===== config.mk =====
export PLATFORM = sky130hd
export DESIGN_NAME = eit_top
export DESIGN_NICKNAME = d
export VERILOG_FILES = /design/src/eit_pkg.sv /design/src/eit_channel.sv /design/src/eit_top.sv
export SDC_FILE = /design/constraint.sdc
export NUM_CORES = 1
export LEC_CHECK = 0
export BUFFER_PORTS_ARGS = -buffer_cell sky130_fd_sc_hd__clkbuf_2
export CAP_MARGIN = 40
export CORE_AREA = 5 5 103 105
export DETAILED_ROUTE_END_ITERATION = 8
export DIE_AREA = 0 0 108 110
export PLACE_DENSITY = 0.88
export SYNTH_ARGS = -nofsm -noshare
export SYNTH_HDL_FRONTEND = slang
export SYNTH_SLANG_ARGS = --single-unit
export TNS_END_PERCENT = 100

===== constraint.sdc =====
create_clock -name clk -period 3.04 [get_ports clk]
set_input_delay 0.152 -clock clk [delete_from_list [all_inputs] [get_ports clk]]
set_output_delay 0.152 -clock clk [all_outputs]
set_load 0.1 [all_outputs]

===== src/eit_pkg.sv =====
// Constants and clock-select decoding for the three-channel interval timer
package eit_pkg;
  localparam logic [15:0] EIT_ADDR_PORT2_DIR = 16'hff22;
  localparam logic [15:0] EIT_ADDR_CSEL0 = 16'hff71;
  localparam logic [15:0] EIT_ADDR_CSEL1 = 16'hff75;
  localparam logic [15:0] EIT_ADDR_CSEL2 = 16'hff79;
  localparam logic [7:0] EIT_PORT2_DIR_RST = 8'hff;
  localparam logic [2:0] EIT_CSEL_RST = 3'h0;
  localparam int EIT_CSEL_W = 3;
  localparam int EIT_SHIFT_W = 4;
  localparam int EIT_PRE_W = 11;
  localparam logic [2:0] EIT_CODE_FALL = 3'h0;
  localparam logic [2:0] EIT_CODE_RISE = 3'h1;
  localparam logic [3:0] EIT_CH0_BASE = 4'h1;
  localparam logic [3:0] EIT_CH1_BASE = 4'h0;
  localparam logic [3:0] EIT_CH2_BASE = 4'h4;

  // Division exponent for codes 2..7; channel 0 steps by two exponents
  function automatic logic [3:0] eit_shift(input int ch, input logic [2:0] code);
    logic [3:0] idx;
    idx = {1'b0, code} - 4'h2;
    if (ch == 0)
      eit_shift = EIT_CH0_BASE + {idx[2:0], 1'b0};
    else if (ch == 1)
      eit_shift = EIT_CH1_BASE + idx;
    else
      eit_shift = EIT_CH2_BASE + idx;
  endfunction
endpackage


===== src/eit_channel.sv =====
// One 8-bit interval counter with its own prescaler
`timescale 1ns/1ps
`default_nettype none
module eit_channel
  import eit_pkg::*;
#(
  parameter int WIDTH = 8
)
(
  input wire logic clk,
  input wire logic rst_n,
  input wire logic enable,
  input wire logic use_ext,
  input wire logic ext_tick,
  input wire logic [EIT_SHIFT_W-1:0] shift,
  input wire logic [WIDTH-1:0] compare,
  output logic [WIDTH-1:0] count,
  output logic match
);
  logic [EIT_PRE_W-1:0] pre_r;
  logic [EIT_PRE_W-1:0] mask;
  logic tick;

  assign mask = EIT_PRE_W'((12'h001 << shift) - 12'h001);
  assign tick = use_ext ? ext_tick : ((pre_r & mask) == mask);

  always_ff @(posedge clk or negedge rst_n)
  begin
    if (!rst_n)
      pre_r <= '0;
    else if (!enable)
      pre_r <= '0;
    else
      pre_r <= pre_r + 1'b1;
  end

  always_ff @(posedge clk or negedge rst_n)
  begin
    if (!rst_n)
    begin
      count <= '0;
      match <= 1'b0;
    end
    else if (!enable)
    begin
      count <= '0;
      match <= 1'b0;
    end
    else if (tick && count == compare)
    begin
      // Count 0..N then clear gives N+1 ticks per request
      count <= '0;
      match <= 1'b1;
    end
    else
    begin
      // Natural wrap past 255 lets a lowered compare match next pass
      if (tick)
        count <= count + 1'b1;
      match <= 1'b0;
    end
  end
endmodule
`default_nettype wire


===== src/eit_top.sv =====
// Three interval counters, clock selectors and port-2 direction register
`timescale 1ns/1ps
`default_nettype none
module eit_top
  import eit_pkg::*;
(
  input wire logic clk,
  input wire logic nrst,
  input wire logic [15:0] mem_addr,
  input wire logic mem_wr,
  input wire logic mem_rd,
  input wire logic [7:0] mem_wdata,
  output logic [7:0] mem_rdata,
  input wire logic [2:0] event_input,
  input wire logic [2:0] count_enable,
  input wire logic cascade1,
  input wire logic cascade2,
  input wire logic [7:0] compare_value0,
  input wire logic [7:0] compare_value1,
  input wire logic [7:0] compare_value2,
  output logic [7:0] up_counter0,
  output logic [7:0] up_counter1,
  output logic [7:0] up_counter2,
  output logic [2:0] match_irq,
  output logic [7:0] port2_direction
);
  logic rst_meta_r;
  logic rst_n;
  logic [2:0] ev_s1_r;
  logic [2:0] ev_s2_r;
  logic [2:0] ev_s3_r;
  logic [EIT_CSEL_W-1:0] csel_r [3];
  logic [7:0] cmp [3];
  logic [7:0] cnt [3];
  logic [2:0] match;
  logic [2:1] casc;
  logic hit_dir;
  logic [2:0] hit_csel;
  logic [7:0] rdata_nxt;

  always_ff @(posedge clk or negedge nrst)
  begin
    if (!nrst)
    begin
      rst_meta_r <= 1'b0;
      rst_n <= 1'b0;
    end
    else
    begin
      rst_meta_r <= 1'b1;
      rst_n <= rst_meta_r;
    end
  end

  always_ff @(posedge clk or negedge rst_n)
  begin
    if (!rst_n)
    begin
      ev_s1_r <= '0;
      ev_s2_r <= '0;
      ev_s3_r <= '0;
    end
    else
    begin
      ev_s1_r <= event_input;
      ev_s2_r <= ev_s1_r;
      ev_s3_r <= ev_s2_r;
    end
  end

  // One decode shared by reads and writes
  always_comb
  begin
    hit_dir = 1'b0;
    hit_csel = 3'h0;
    if (mem_addr == EIT_ADDR_PORT2_DIR)
      hit_dir = 1'b1;
    else if (mem_addr == EIT_ADDR_CSEL0)
      hit_csel = 3'h1;
    else if (mem_addr == EIT_ADDR_CSEL1)
      hit_csel = 3'h2;
    else if (mem_addr == EIT_ADDR_CSEL2)
      hit_csel = 3'h4;
  end

  always_ff @(posedge clk or negedge rst_n)
  begin
    if (!rst_n)
      port2_direction <= EIT_PORT2_DIR_RST;
    else if (mem_wr && hit_dir)
      port2_direction <= {1'b1, mem_wdata[6:0]};
  end

  // Unmapped addresses read as zero
  always_comb
  begin
    rdata_nxt = 8'h00;
    if (hit_dir)
      rdata_nxt = port2_direction;
    else if (hit_csel[0])
      rdata_nxt = {5'h00, csel_r[0]};
    else if (hit_csel[1])
      rdata_nxt = {5'h00, csel_r[1]};
    else if (hit_csel[2])
      rdata_nxt = {5'h00, csel_r[2]};
  end

  // Read data holds until the next read strobe
  always_ff @(posedge clk or negedge rst_n)
  begin
    if (!rst_n)
      mem_rdata <= 8'h00;
    else if (mem_rd)
      mem_rdata <= rdata_nxt;
  end

  assign cmp[0] = compare_value0;
  assign cmp[1] = compare_value1;
  assign cmp[2] = compare_value2;
  assign casc = {cascade2, cascade1};

  genvar g;
  generate
    for (g = 0; g < 3; g++)
    begin : g_ch
      logic use_ext;
      logic ext_tick;
      logic edge_tick;
      logic [EIT_SHIFT_W-1:0] shift;
      assign edge_tick = (csel_r[g] == EIT_CODE_FALL) ?
        (ev_s3_r[g] & ~ev_s2_r[g]) : (~ev_s3_r[g] & ev_s2_r[g]);
      assign shift = eit_shift(g, csel_r[g]);
      // Low three bits only; upper bits read back as zero
      always_ff @(posedge clk or negedge rst_n)
      begin
        if (!rst_n)
          csel_r[g] <= EIT_CSEL_RST;
        else if (mem_wr && hit_csel[g])
          csel_r[g] <= mem_wdata[EIT_CSEL_W-1:0];
      end
      if (g == 0)
      begin : g_base
        assign use_ext = (csel_r[g] <= EIT_CODE_RISE);
        assign ext_tick = edge_tick;
      end
      else
      begin : g_chain
        // Upper half steps on the lower half's match, own code unused
        assign use_ext = casc[g] | (csel_r[g] <= EIT_CODE_RISE);
        assign ext_tick = casc[g] ? match[g-1] : edge_tick;
      end
      eit_channel #(.WIDTH(8)) u_ch (
        .clk(clk),
        .rst_n(rst_n),
        .enable(count_enable[g]),
        .use_ext(use_ext),
        .ext_tick(ext_tick),
        .shift(shift),
        .compare(cmp[g]),
        .count(cnt[g]),
        .match(match[g])
      );
    end
  endgenerate

  assign up_counter0 = cnt[0];
  assign up_counter1 = cnt[1];
  assign up_counter2 = cnt[2];
  assign match_irq = match;
endmodule
`default_nettype wire


After elaboration in Yosys (flattened, before gate mapping)
Cells that the tools add are included.
{ "classes": {"n_reduce_logical": 10, "muxes": 35, "addsub": 14, "eq_ne": 13, "bitwise_logic": 17, "n_lt_le_gt_ge": 3, "n_shift": 3} }
{ "ops": {"columns": ["cell", "count"], "rows": [
  ["$mux W8", 10],
  ["$eq A16 B16 Y1 const B", 4],
  ["$add A11 B1 Y11 const B", 3],
  ["$and A11 B11 Y11", 3],
  ["$eq A11 B11 Y1", 3],
  ["$mux W11", 3],
  ["$shl A1 B4 Y11 const A", 3],
  ["$sub A11 B1 Y11 const B", 3],
  ["$add A8 B1 Y8 const B", 3],
  ["$eq A8 B8 Y1", 3],
  ["$mux W3", 7],
  ["$mux W1", 15],
  ["$le A3 B1 Y1 const B", 3],
  ["$logic_not A3 Y1", 3],
  ["$ne A3 B1 Y1 const B", 3],
  ["$sub A3 B2 Y4 const B", 2],
  ["$logic_and A1 B1 Y1", 7],
  ["$and A1 B1 Y1", 6],
  ["$not A1 Y1", 6],
  ["$add A1 B4 Y4 const A", 1],
  ["$add A3 B4 Y4 const A", 1],
  ["$sub A3 B2 Y3 const B", 1],
  ["$or A1 B1 Y1", 2]
]} }
{ "word_totals": {"register_bits": 95, "output_inout_bits": 43, "inputBits": 60, "wordCells": 114} }

Longest topological paths before layout
Gate-level depths: netlist of the first run.
{ "logic_depth": {"depth_word": 10, "depth_mapped": 13, "depth_no_buf": 10} }

Hierarchy
Synthesis of the first run repeated with hierarchy kept, for this count alone.
{ "unflattened": {"hier_cells": 584, "area_unflattened_um2": 5670.4} }
{ "modules_own_cells": {"columns": ["module", "area_each_um2", "cells_per_inst", "seq_area_each_um2", "instances"], "rows": [
  ["eit_channel", 1345.0, 147, 500.5, 3],
  ["eit_top", 1635.3, 143, 884.6, 1]
]} }

Least setup slack after synthesis of the first run
Ideal clock, no wire load.
{ "synth_timing": {"path_kind": "reg2reg", "start": "register csel_r[7] (netlist name)", "end": "register g_ch[0].u_ch.count[1]", "slack_ps": 206, "setup_time_ps": 84, "path_buffers": 3, "required_ps": 2956, "t_arrival_ps": 2750, "stages_incl_launch_ff": 14, "period_less_slack_ps": 2834, "path_cell_list": "dfrtp_1 clkbuf_1 inv_1 ha_1 clkbuf_1 nand2_1 ha_1 and3b_1 o21ai_0 o2111ai_1 a41oi_1 clkbuf_1 nand2_1 a21boi_0"} }
{ "synth_between": {"elab_chain_cells": 10, "word_cells_on_any_way": 14, "cone_classes": "3 x add/sub; 1 x order compare; 2 x eq/ne; 1 x shift; 4 x mux; 1 x bitwise; 2 x reduce/logical"} }
{ "synth_rtl": {"columns": ["element", "line", "source"], "rows": [
  ["start: declaration", "eit_top.sv:32", "logic [EIT_CSEL_W-1:0] csel_r [3];"],
  ["start signal: indexed assignment", "eit_top.sv:139", "csel_r[g] <= mem_wdata[EIT_CSEL_W-1:0];"],
  ["$sub A3 B2 Y3", "eit_pkg.sv:21", "idx = {1'b0, code} - 4'h2;"],
  ["$add A1 B4 Y4", "eit_pkg.sv:23", "eit_shift = EIT_CH0_BASE + {idx[2:0], 1'b0};"],
  ["$shl A1 B4 Y11", "eit_channel.sv:24", "assign mask = EIT_PRE_W'((12'h001 << shift) - 12'h001);"],
  ["$sub A11 B1 Y11", "eit_channel.sv:24", null],
  ["$and A11 B11 Y11", "eit_channel.sv:25", "assign tick = use_ext ? ext_tick : ((pre_r & mask) == mask);"],
  ["$eq A11 B11 Y1", "eit_channel.sv:25", null],
  ["$mux W1 (*)", "eit_channel.sv:25", null],
  ["$logic_and A1 B1 Y1", "eit_channel.sv:49", "else if (tick && count == compare)"],
  ["$mux W8", "eit_channel.sv:49", null],
  ["$mux W8", "eit_channel.sv:44", "else if (!enable)"],
  ["end signal: assignment", "eit_channel.sv:59", "count <= count + 1'b1;"],
  ["end: declaration", "eit_channel.sv:17", "output logic [WIDTH-1:0] count,"]
]} }
Mark *: on every way between the ends. The rest lies on a longest branch, timed or not.
A chain may end at the register's enable or synchronous reset.

Final worst setup path of the first run
{ "layout_timing": {"start": "register csel_r[1] (netlist name)", "end": "register g_ch[2].u_ch.count[2]"} }
{ "layout_between": {"elab_chain_cells": 10, "word_cells_on_any_way": 16, "cone_classes": "3 x add/sub; 1 x order compare; 2 x eq/ne; 1 x shift; 5 x mux; 2 x bitwise; 2 x reduce/logical"} }
{ "layout_rtl": {"columns": ["element", "line", "source"], "rows": [
  ["$sub A3 B2 Y4", "eit_pkg.sv:21", null],
  ["$add A3 B4 Y4", "eit_pkg.sv:27", "eit_shift = EIT_CH2_BASE + idx;"],
  ["$shl A1 B4 Y11", "eit_channel.sv:24", null],
  ["$sub A11 B1 Y11", "eit_channel.sv:24", null],
  ["$and A11 B11 Y11", "eit_channel.sv:25", null],
  ["$eq A11 B11 Y1", "eit_channel.sv:25", null],
  ["$mux W1 (*)", "eit_channel.sv:25", null],
  ["$logic_and A1 B1 Y1", "eit_channel.sv:49", null],
  ["$mux W8", "eit_channel.sv:49", null],
  ["$mux W8", "eit_channel.sv:44", null],
  ["end signal: assignment", "eit_channel.sv:59", null],
  ["end: declaration", "eit_channel.sv:17", null]
]} }
Marks and branches as above.

==> results of run 1 <==
[power groups by stage]
stage	combinational, mW	clock (mW)	sequential, mW
global placement	0.181	0	1.27
detailed placement	0.209	0	1.26
global route	0.234	0.903	1.24
CTS	0.215	0.833	1.24
floorplan	0.0806	0	1.30
finish	0.214	0.821	1.24
[repair_timing]
| action | 4_1_cts | 5_1_grt |
|---|---|---|
| hold buffers | 4 | 0 |
| setup endpoints to repair | 0 | 7 |
| resized for setup | 0 | 3 |
| hold endpoints to repair | 5 | 0 |
[registers in the layout, indices dropped and copies added, names as in the netlist]
register and count:
g_ch.u_ch.pre_r 27, g_ch.u_ch.count 24, csel_r 9, mem_rdata 8
port2_direction 7, ev_s1_r 3, ev_s2_r 3, ev_s3_r 3
g_ch.u_ch.match 3, rst_meta_r 1, rst_n 1
[Yosys cell counts (all sizes together), types with 9 or more instances]
cell type and count:
nand2 32, nor4 12, mux2 17, clkbuf 18, dfrtp 82, and2 16
nor3 11, o21ai 26, xor2 34, or3 9, nand3 36, ha 19
nor2 37, inv 18, and3 9, a21oi 23
[metal layers]
metal | share of wire | wire, µm
met1 | 0.42 | 5140
met3 | 0.050 | 607
met4 | 0.018 | 221
met5 | 0 | 0
met2 | 0.51 | 6270
[through the flow]
stage                     hold slack [ns]  instances
after floorplan                    -0.144        528
after CTS                          0.0123        763
after global placement            -0.0619        742
after detailed placement          -0.0577        743
final                              0.0217        763
after global routing              0.00428        763
[final cells by class]
type	instances	area [µm²]	area share
inverter	19	71.3	0.0118
multi-input combinational	395	2730	0.454
sequential	89	2240	0.372
clock inverter	6	67.6	0.0112
clock buffer	10	128	0.0212
tap	133	166	0.0276
timing repair buffer	111	613	0.102
[worst paths after layout]
| path | startpoint | end | depth (start not counted) |
|---|---|---|---|
| max | csel_r[1] | g_ch[2].u_ch.count[2] | 8 |
| min | mem_wdata[4] | port2_direction[4] | 2 |
| max reg2reg | csel_r[1] | g_ch[2].u_ch.count[2] | 8 |
| min reg2reg | rst_n | g_ch[1].u_ch.count[4] | 0 |
| max in group asynchronous | rst_n | port2_direction[5] | 1 |
| min in group asynchronous | nrst | rst_n | 2 |
[kinds of logic (layout without fill, tap and decap cells)]
| kind of cell | count (synthesis) | after routing | share of synthesized area |
|---|---|---|---|
| flops | 89 | 89 | 0.434 |
| mux | 21 | 21 | 0.0449 |
| buf+inv | 44 | 146 | 0.0369 |
| compound gates | 97 | 97 | 0.127 |
| other cells | 1 | 2 | 0.000728 |
| xor+xnor | 42 | 42 | 0.0714 |
| fa+ha+maj | 19 | 19 | 0.0462 |
| simple gates | 214 | 214 | 0.239 |
==> impl_metrics.py, run 1 <==
metrics = {
    "status": {
        "outcome": "finished clean",
    },
    "global_route": {
        "grt_overflow": 0,
        "grt_pass1_vias": 4267,
        "grtUsageMet1": 0.273,
        "grt.total_usage": 0.213,
        "top_usage_layer": "met2",
        "met2_usage": 0.366,
        "grt_pass1_wl_mm": 20.4,
        "antenna_found_initial": 0,
        "grt_start_max_net_pins": 64,
        "grt_use_met3": 0.0466,
    },
    "worst_setup_path": {
        "path_class": "reg -> reg",
        "max_stage_delay_ns": 0.47,
        "r2r_setup_slack_ns": 0.20,
        "path_buf_inv": 1,
        "end_kind": "flip-flop",
        "crit_fanout": 12,
        "crit_required_ns": 3.32,
        "cpMaxStageDelayCell": "o31a_2",
        "arrival_ns": 3.12,
        "crit_chain": "inv_1 -> ha_1 -> nor4b_2 -> o22ai_1 -> a211o_1 -> o31a_2 -> nand4bb_1 -> a31oi_1",
        "cp_top_family": "compound AO/OA/AOI/OAI gates",
        "cp-start-kind": "flip-flop",
    },
    "clocking": {
        "cts_tree": "yes",
        "insertion_delay_ns": 0.37,
        "cts_buffers": 9,
        "clockBufferDepth": 2,
        "cts_sinks": 89,
        "postCtsSetupBuffers": 0,
        "clk_pin_slew_ns": 0.09,
        "htree_levels": 3,
        "cts_root_buf": "clkbuf_8",
    },
    "sta": {
        "fmax_ghz": 0.352,
        "clock_skew_ns": 0.00914,
        "max_slew_margin": 0.560,
        "worst_slack_ns": 0.198,
        "finalCritPeriodShare": 0.935,
        "setup_violations": 0,
        "fin_crit_ns": 2.84,
        "rsz0062_at_grt": "no",
        "tns_ns": 0,
        "hold_viol": 0,
        "worstMarginPinSlew_ns": 0.654,
        "slew_viol_final": 0,
    },
    "routing": {
        "finalWirelength_mm": 12.2,
        "via_count": 4397,
        "routedWlPerCell_um": 16.0,
        "first_pass_iters": 5,
        "drt_iter0_markers": 350,
        "antenna_left": 0,
        "drc": 0,
        "viasPerCell": 5.76,
    },
    "yosys": {
        "ys.flop_type": "dfrtp_1",
        "synthArstFlopShare": 1.00,
        "synth_top_cell_by_area": "dfrtp_1",
        "synth_edf_count": 0,
        "synth_top_area_share": 0.398,
        "syn_area_per_cell_um2": 9.77,
        "yosys_warnings": 0,
        "ys_seq_elements": 89,
        "ys_types": 67,
        "yosysSeqAreaShare": 0.434,
        "synth_area_um2": 5150,
        "synthTopCellsByArea": "dfrtp_1 40%, xor2_1 5.8%, ha_1 4.6%",
        "synthCells": 527,
    },
    "layout": {
        "final_common_cell": "clkbuf_2",
        "layout.nets": 704,
        "finalInstanceArea_um2": 6020,
        "finalCoreUtilization": 0.630,
        "num_antenna_cells": 0,
        "final_cell_mix": "100 x clkbuf_2, 81 x dfrtp_1, 37 x nor2_1",
        "drive_above_1_share": 0.267,
        "area_delta_synth_final_pct": 16.9,
        "nFillCells": 798,
    },
    "die": {
        "io_pins": 103,
        "coreArea_um2": 9550,
        "die_x_um": 108,
        "die_area_um2": 11900,
        "die_y_um": 110,
        "initial_utilization": 0.539,
        "row_count": 36,
    },
    "power_and_ir_drop": {
        "leakagePower_nw": 2.77,
        "netSwitchingFraction": 0.268,
        "powerDensity_nw_per_um2": 377,
        "p_total_mw": 2.27,
        "peakVddDrop_uv": 179,
        "p_int_mw": 1.66,
        "p_sw_uw": 608,
        "p_seq_frac": 0.544,
        "power.share.clock": 0.362,
        "combPwrFrac": 0.094,
    },
    "placement": {
        "post-place-ws_ns": 0.141,
        "place_area_um2": 5780,
        "io_buffers": 100,
        "hpwl_mm": 8.79,
        "gp_congestion": 0.845,
    },
    "min_path": {
        "hp-class": "in -> reg",
    },
    "run": {
        "maxCapViolations": 0,
    },
}
Power figures use the tool's default switching activity.
==> inputs of run 2 (changes only) <==
- CORE_AREA: 5 5 103 105 -> 5 5 99 110
- DIE_AREA: 0 0 108 110 -> 0 0 104 115
- PLACE_DENSITY: 0.88 -> 0.87
==> run 2 against run 1 <==
Net effect:
- setup slack gained 0.0098 ns
- final cell count shrank 1.7%
- core utilization shrank 1.2 points
- largest power group unchanged
==> impl_metrics.py, run 2 (same netlist as run 1, synthesis figures left out) <==
metrics = {
    "worst_setup_path": {
        "r2r_start": "csel_r[1]",
        "crit_end": "g_ch[2].u_ch.count[2]",
        "cp-startpoint": "csel_r[1]",
        "end_kind": "flip-flop",
        "r2r-end": "g_ch[2].u_ch.count[2]",
        "crit_fanout": 12,
        "crit_required_ns": 3.31,
        "cp-start-kind": "flip-flop",
        "arrival_ns": 3.10,
        "rr_worst_depth": 8,
        "r2r_setup_slack_ns": 0.21,
        "path_class": "reg -> reg",
    },
    "layout": {
        "reg_top3": "g_ch.u_ch.pre_r x27, g_ch.u_ch.count x24, csel_r x9",
        "nFillCells": 808,
        "final_common_cell": "clkbuf_2",
        "largest_register_ffs": 27,
        "top_register": "g_ch.u_ch.pre_r",
        "regArea_um2": 2240,
        "layout.nets": 704,
        "multi_input_area_um2": 2730,
        "final_cell_mix": "100 x clkbuf_2, 81 x dfrtp_1, 37 x nor2_1",
        "num_antenna_cells": 0,
        "finalCoreUtilization": 0.618,
        "drive_above_1_share": 0.259,
        "area_delta_synth_final_pct": 16.4,
    },
    "min_path": {
        "hp-class": "in -> reg",
    },
    "status": {
        "outcome": "finished clean",
    },
    "power_and_ir_drop": {
        "p_total_mw": 2.25,
        "leakagePower_nw": 2.77,
        "peakVddDrop_uv": 232,
        "powerDensity_nw_per_um2": 375,
    },
    "routing": {
        "antenna_left": 0,
        "drt_iter0_markers": 243,
        "drc": 0,
        "via_count": 4348,
        "first_pass_iters": 5,
        "viasPerCell": 5.80,
        "finalWirelength_mm": 11.6,
        "routedWlPerCell_um": 15.5,
    },
    "placement": {
        "gp_congestion": 0.817,
        "io_buffers": 100,
        "hpwl_mm": 8.73,
    },
    "clocking": {
        "insertion_delay_ns": 0.35,
        "cts_buffers": 9,
        "cts_sinks": 89,
        "clk_pin_slew_ns": 0.09,
        "postCtsSetupBuffers": 0,
        "htree_levels": 3,
        "cts_tree": "yes",
        "cts_root_buf": "clkbuf_8",
        "clockBufferDepth": 2,
    },
    "sta": {
        "rsz0062_at_grt": "no",
        "clock_skew_ns": 0.0111,
        "worstMarginPinSlew_ns": 0.592,
        "tns_ns": 0,
        "max_slew_margin": 0.601,
        "fmax_ghz": 0.353,
        "slew_viol_final": 0,
        "finalCritPeriodShare": 0.932,
        "setup_violations": 0,
        "fin_crit_ns": 2.83,
        "hold_viol": 0,
    },
    "die": {
        "coreArea_um2": 9700,
        "io_pins": 103,
        "row_count": 38,
        "die_x_um": 104,
        "die_y_um": 115,
        "initial_utilization": 0.531,
        "die_area_um2": 12000,
    },
    "run": {
        "maxCapViolations": 0,
    },
    "global_route": {
        "grt_pass1_wl_mm": 19.7,
        "grt_start_max_net_pins": 60,
        "grt_overflow": 0,
        "grt.total_usage": 0.195,
        "grt_pass1_vias": 4343,
        "antenna_found_initial": 0,
    },
}
[run 2: stage by stage]
step	worst slack [ns]	std cells	hold WS [ns]	cell area (µm²)
global placement	0.254	729	-0.0606	5730
CTS	0.0453	750	0.0252	5990
detailed placement	0.0661	730	-0.0579	5760
floorplan	0.206	528	-0.144	5150
global route	0.00459	750	0.0305	5990
finish	0.208	750	0.0489	5990
[run 2: final cells by class]
| cell class | instances | share of cell area |
|---|---|---|
| clock buffer | 14 | 0.0255 |
| clock inverter | 2 | 0.00626 |
| inverter | 19 | 0.0119 |
| multi-input combinational | 395 | 0.455 |
| sequential | 89 | 0.374 |
| tap | 120 | 0.0251 |
| timing repair buffer | 111 | 0.102 |
[run 2: worst min-delay path by stage]
| stage | startpoint | to | slack (ns) | cells past startpoint |
|---|---|---|---|---|
| 4_1_cts | mem_wdata[6] | port2_direction[6] | 0.03 | 2 |
| 3_5_place_dp | nrst | rst_meta_r | -0.06 | 1 |
| 3_3_place_gp | nrst | rst_meta_r | -0.06 | 1 |
| 5_1_grt | mem_wdata[4] | port2_direction[4] | 0.03 | 2 |
| 6_report | mem_wdata[6] | port2_direction[6] | 0.05 | 2 |
| 2_1_floorplan | nrst | rst_meta_r | -0.14 | 0 |
[run 2: metal layers]
metal  routed length [µm]  vias to the layer above  global-route usage
met1                 4670                     2136               0.227
met4                  219                        0              0.0872
li1                     -                     2091                   -
met3                  478                       18              0.0387
met2                 6260                      103               0.349
met5                    0                        -                   0
[run 2: worst max-delay path, stage by stage (launching register included)]
cell       delay [ns]
dfrtp_1          0.46
inv_1            0.11
ha_1             0.41
nor4b_2          0.40
o22ai_1          0.14
a211o_1          0.35
o31a_2           0.46
nand4bb_1        0.22
a31oi_1          0.18
[run 2: repair_timing]
action | CTS | global route
endpoints found under the setup margin | 0 | 2
hold buffers | 4 | 0
resized for setup | 0 | 1
endpoints found under the hold margin | 5 | 0
[run 2: report_power, final]
part           switching (mW)  internal (mW)
Clock                   0.393          0.405
Sequential             0.0314           1.21
Combinational           0.137         0.0734
Total                   0.561           1.68
==> inputs of run 3 (changes only) <==
- CORE_AREA: 5 5 99 110 -> 5 5 95 106
- DIE_AREA: 0 0 104 115 -> 0 0 100 111
- PLACE_DENSITY: 0.87 -> 0.93
- clock period: 3.04 -> 3.3 ns (I/O delays scaled with it)
==> run 3 against run 2 <==
Net effect:
- core utilization increased by 6.9 points
- die area decreased by 7.2%
- clock skew up 0.0013 ns
- largest cell class unchanged
- final cell count decreased by 0.93%
- highest routed layer unchanged
- sequential cell count is the same
- global-route usage grew 2.6 points
- setup slack better by 0.074 ns
==> impl_metrics.py, run 3 (same netlist as run 1, synthesis figures left out) <==
metrics = {
    "status": {
        "outcome": "finished clean",
    },
    "worst_setup_path": {
        "path_class": "reg -> reg",
        "crit_required_ns": 3.55,
        "max_stage_delay_ns": 0.49,
        "cpMaxStageDelayCell": "or3b_2",
        "cp_top_family": "simple AND/OR/NAND/NOR gates",
        "crit_chain": "inv_1 -> ha_1 -> or3b_2 -> nor4_1 -> a211o_1 -> o31a_1 -> and4bb_2 -> a31o_2",
        "end_kind": "flip-flop",
        "cp-start-kind": "flip-flop",
        "crit_fanout": 12,
        "path_buf_inv": 1,
        "arrival_ns": 3.27,
    },
    "die": {
        "row_count": 36,
        "die_x_um": 100,
        "coreArea_um2": 8780,
        "io_pins": 103,
        "die_y_um": 111,
        "initial_utilization": 0.586,
        "die_area_um2": 11100,
    },
    "sta": {
        "hold_slack_ns": 0.0262,
        "rsz0062_at_grt": "no",
        "fmax_ghz": 0.331,
        "worstMarginPinSlew_ns": 0.593,
        "finalCritPeriodShare": 0.915,
        "tns_ns": 0,
        "clock_skew_ns": 0.0124,
        "fin_crit_ns": 3.02,
        "slew_viol_final": 0,
        "max_slew_margin": 0.600,
        "hold_viol": 0,
        "setup_violations": 0,
    },
    "power_and_ir_drop": {
        "p_int_mw": 1.69,
        "netSwitchingFraction": 0.251,
        "powerDensity_nw_per_um2": 373,
        "p_seq_frac": 0.507,
        "leakagePower_nw": 2.79,
        "p_sw_uw": 564,
        "combPwrFrac": 0.087,
        "power.share.clock": 0.406,
        "peakVddDrop_uv": 266,
    },
    "clocking": {
        "cts_sinks": 89,
        "htree_levels": 3,
        "cts_buffers": 9,
        "clockBufferDepth": 2,
        "insertion_delay_ns": 0.37,
        "cts-resized-gates": 0,
        "clk_pin_slew_ns": 0.10,
        "cts_root_buf": "clkbuf_8",
        "cts_tree": "yes",
    },
    "routing": {
        "finalWirelength_mm": 12.3,
        "antenna_left": 0,
        "via_count": 4425,
        "first_pass_iters": 5,
        "routedWlPerCell_um": 16.5,
        "drt_iter0_markers": 282,
        "viasPerCell": 5.96,
        "drc": 0,
    },
    "layout": {
        "final_common_cell": "clkbuf_2",
        "reg_top3": "g_ch.u_ch.pre_r x27, g_ch.u_ch.count x24, csel_r x9",
        "largest_register_ffs": 27,
        "final_cell_mix": "100 x clkbuf_2, 81 x dfrtp_1, 37 x nor2_1",
        "drive_above_1_share": 0.261,
        "num_antenna_cells": 0,
        "area_delta_synth_final_pct": 17.1,
        "layout.nets": 703,
        "top_register": "g_ch.u_ch.pre_r",
        "nFillCells": 649,
    },
    "global_route": {
        "grt.total_usage": 0.221,
        "grt_overflow": 0,
        "grt_pass1_vias": 4577,
        "antenna_found_initial": 0,
        "grt_start_max_net_pins": 56,
        "grt_pass1_wl_mm": 20.6,
    },
    "placement": {
        "hpwl_mm": 8.93,
        "gp_congestion": 0.855,
        "io_buffers": 100,
    },
    "min_path": {
        "hp-class": "in -> reg",
    },
    "run": {
        "maxCapViolations": 0,
    },
}
-- run 3: path summary, 6_finish.rpt --
path	start	endpoint	slack, ns	depth (start not counted)
min	mem_wdata[3]	port2_direction[3]	0.03	2
max in group asynchronous	rst_n	port2_direction[1]	2.34	1
min reg2reg	rst_n	g_ch[0].u_ch.count[7]	0.29	0
max reg2reg	csel_r[2]	g_ch[2].u_ch.count[0]	0.28	8
min in group asynchronous	nrst	rst_meta_r	0.11	2
max	csel_r[2]	g_ch[2].u_ch.count[0]	0.28	8
-- run 3: layout make-up --
type | instances | area (µm²) | area share
inverter | 19 | 71.3 | 0.0118
clock inverter | 6 | 115 | 0.0191
sequential | 89 | 2240 | 0.371
multi-input combinational | 395 | 2730 | 0.452
tap | 114 | 143 | 0.0237
clock buffer | 10 | 128 | 0.0212
timing repair buffer | 110 | 606 | 0.100
-- run 3: worst reg2reg max path, cell delays in order (launching register included) --
cell and delay (ns):
dfrtp_1 0.47, inv_1 0.13, ha_1 0.45, or3b_2 0.49, nor4_1 0.20, a211o_1 0.20, o31a_1 0.44, and4bb_2 0.30
a31o_2 0.21
-- run 3: metrics by stage --
stage               std cells  setup WS [ns]  power (mW)  utilization  area (µm²)
floorplan                 528          0.466        1.28            -        5150
global placement          722          0.499        1.34        0.651        5720
detailed placement        723          0.327        1.35        0.654        5750
CTS                       743          0.305        2.26        0.686        6030
global route              743         0.0896        2.33        0.686        6030
finish                    743          0.282        2.25        0.686        6030
-- run 3: power groups by stage --
| stage | clock (mW) | sequential, mW | combinational, mW |
|---|---|---|---|
| after CTS | 0.925 | 1.14 | 0.196 |
| after detailed placement | 0 | 1.16 | 0.191 |
| after global routing | 0.972 | 1.15 | 0.212 |
| final | 0.914 | 1.14 | 0.195 |
| after floorplan | 0 | 1.20 | 0.0743 |
| after global placement | 0 | 1.17 | 0.167 |
-- run 3: what timing repair did --
item                      in CTS  in global routing
buffers inserted               0                  0
hold endpoints to repair       5                  0
hold buffers                   4                  0
-- run 3: routing by layer --
metal  track usage  part of all wire  vias to the layer above
met3        0.0491             0.061                       25
met4        0.0665             0.016                        0
li1              -                 -                     2083
met5             0                 0                        -
met1         0.258              0.39                     2158
met2         0.400              0.53                      159
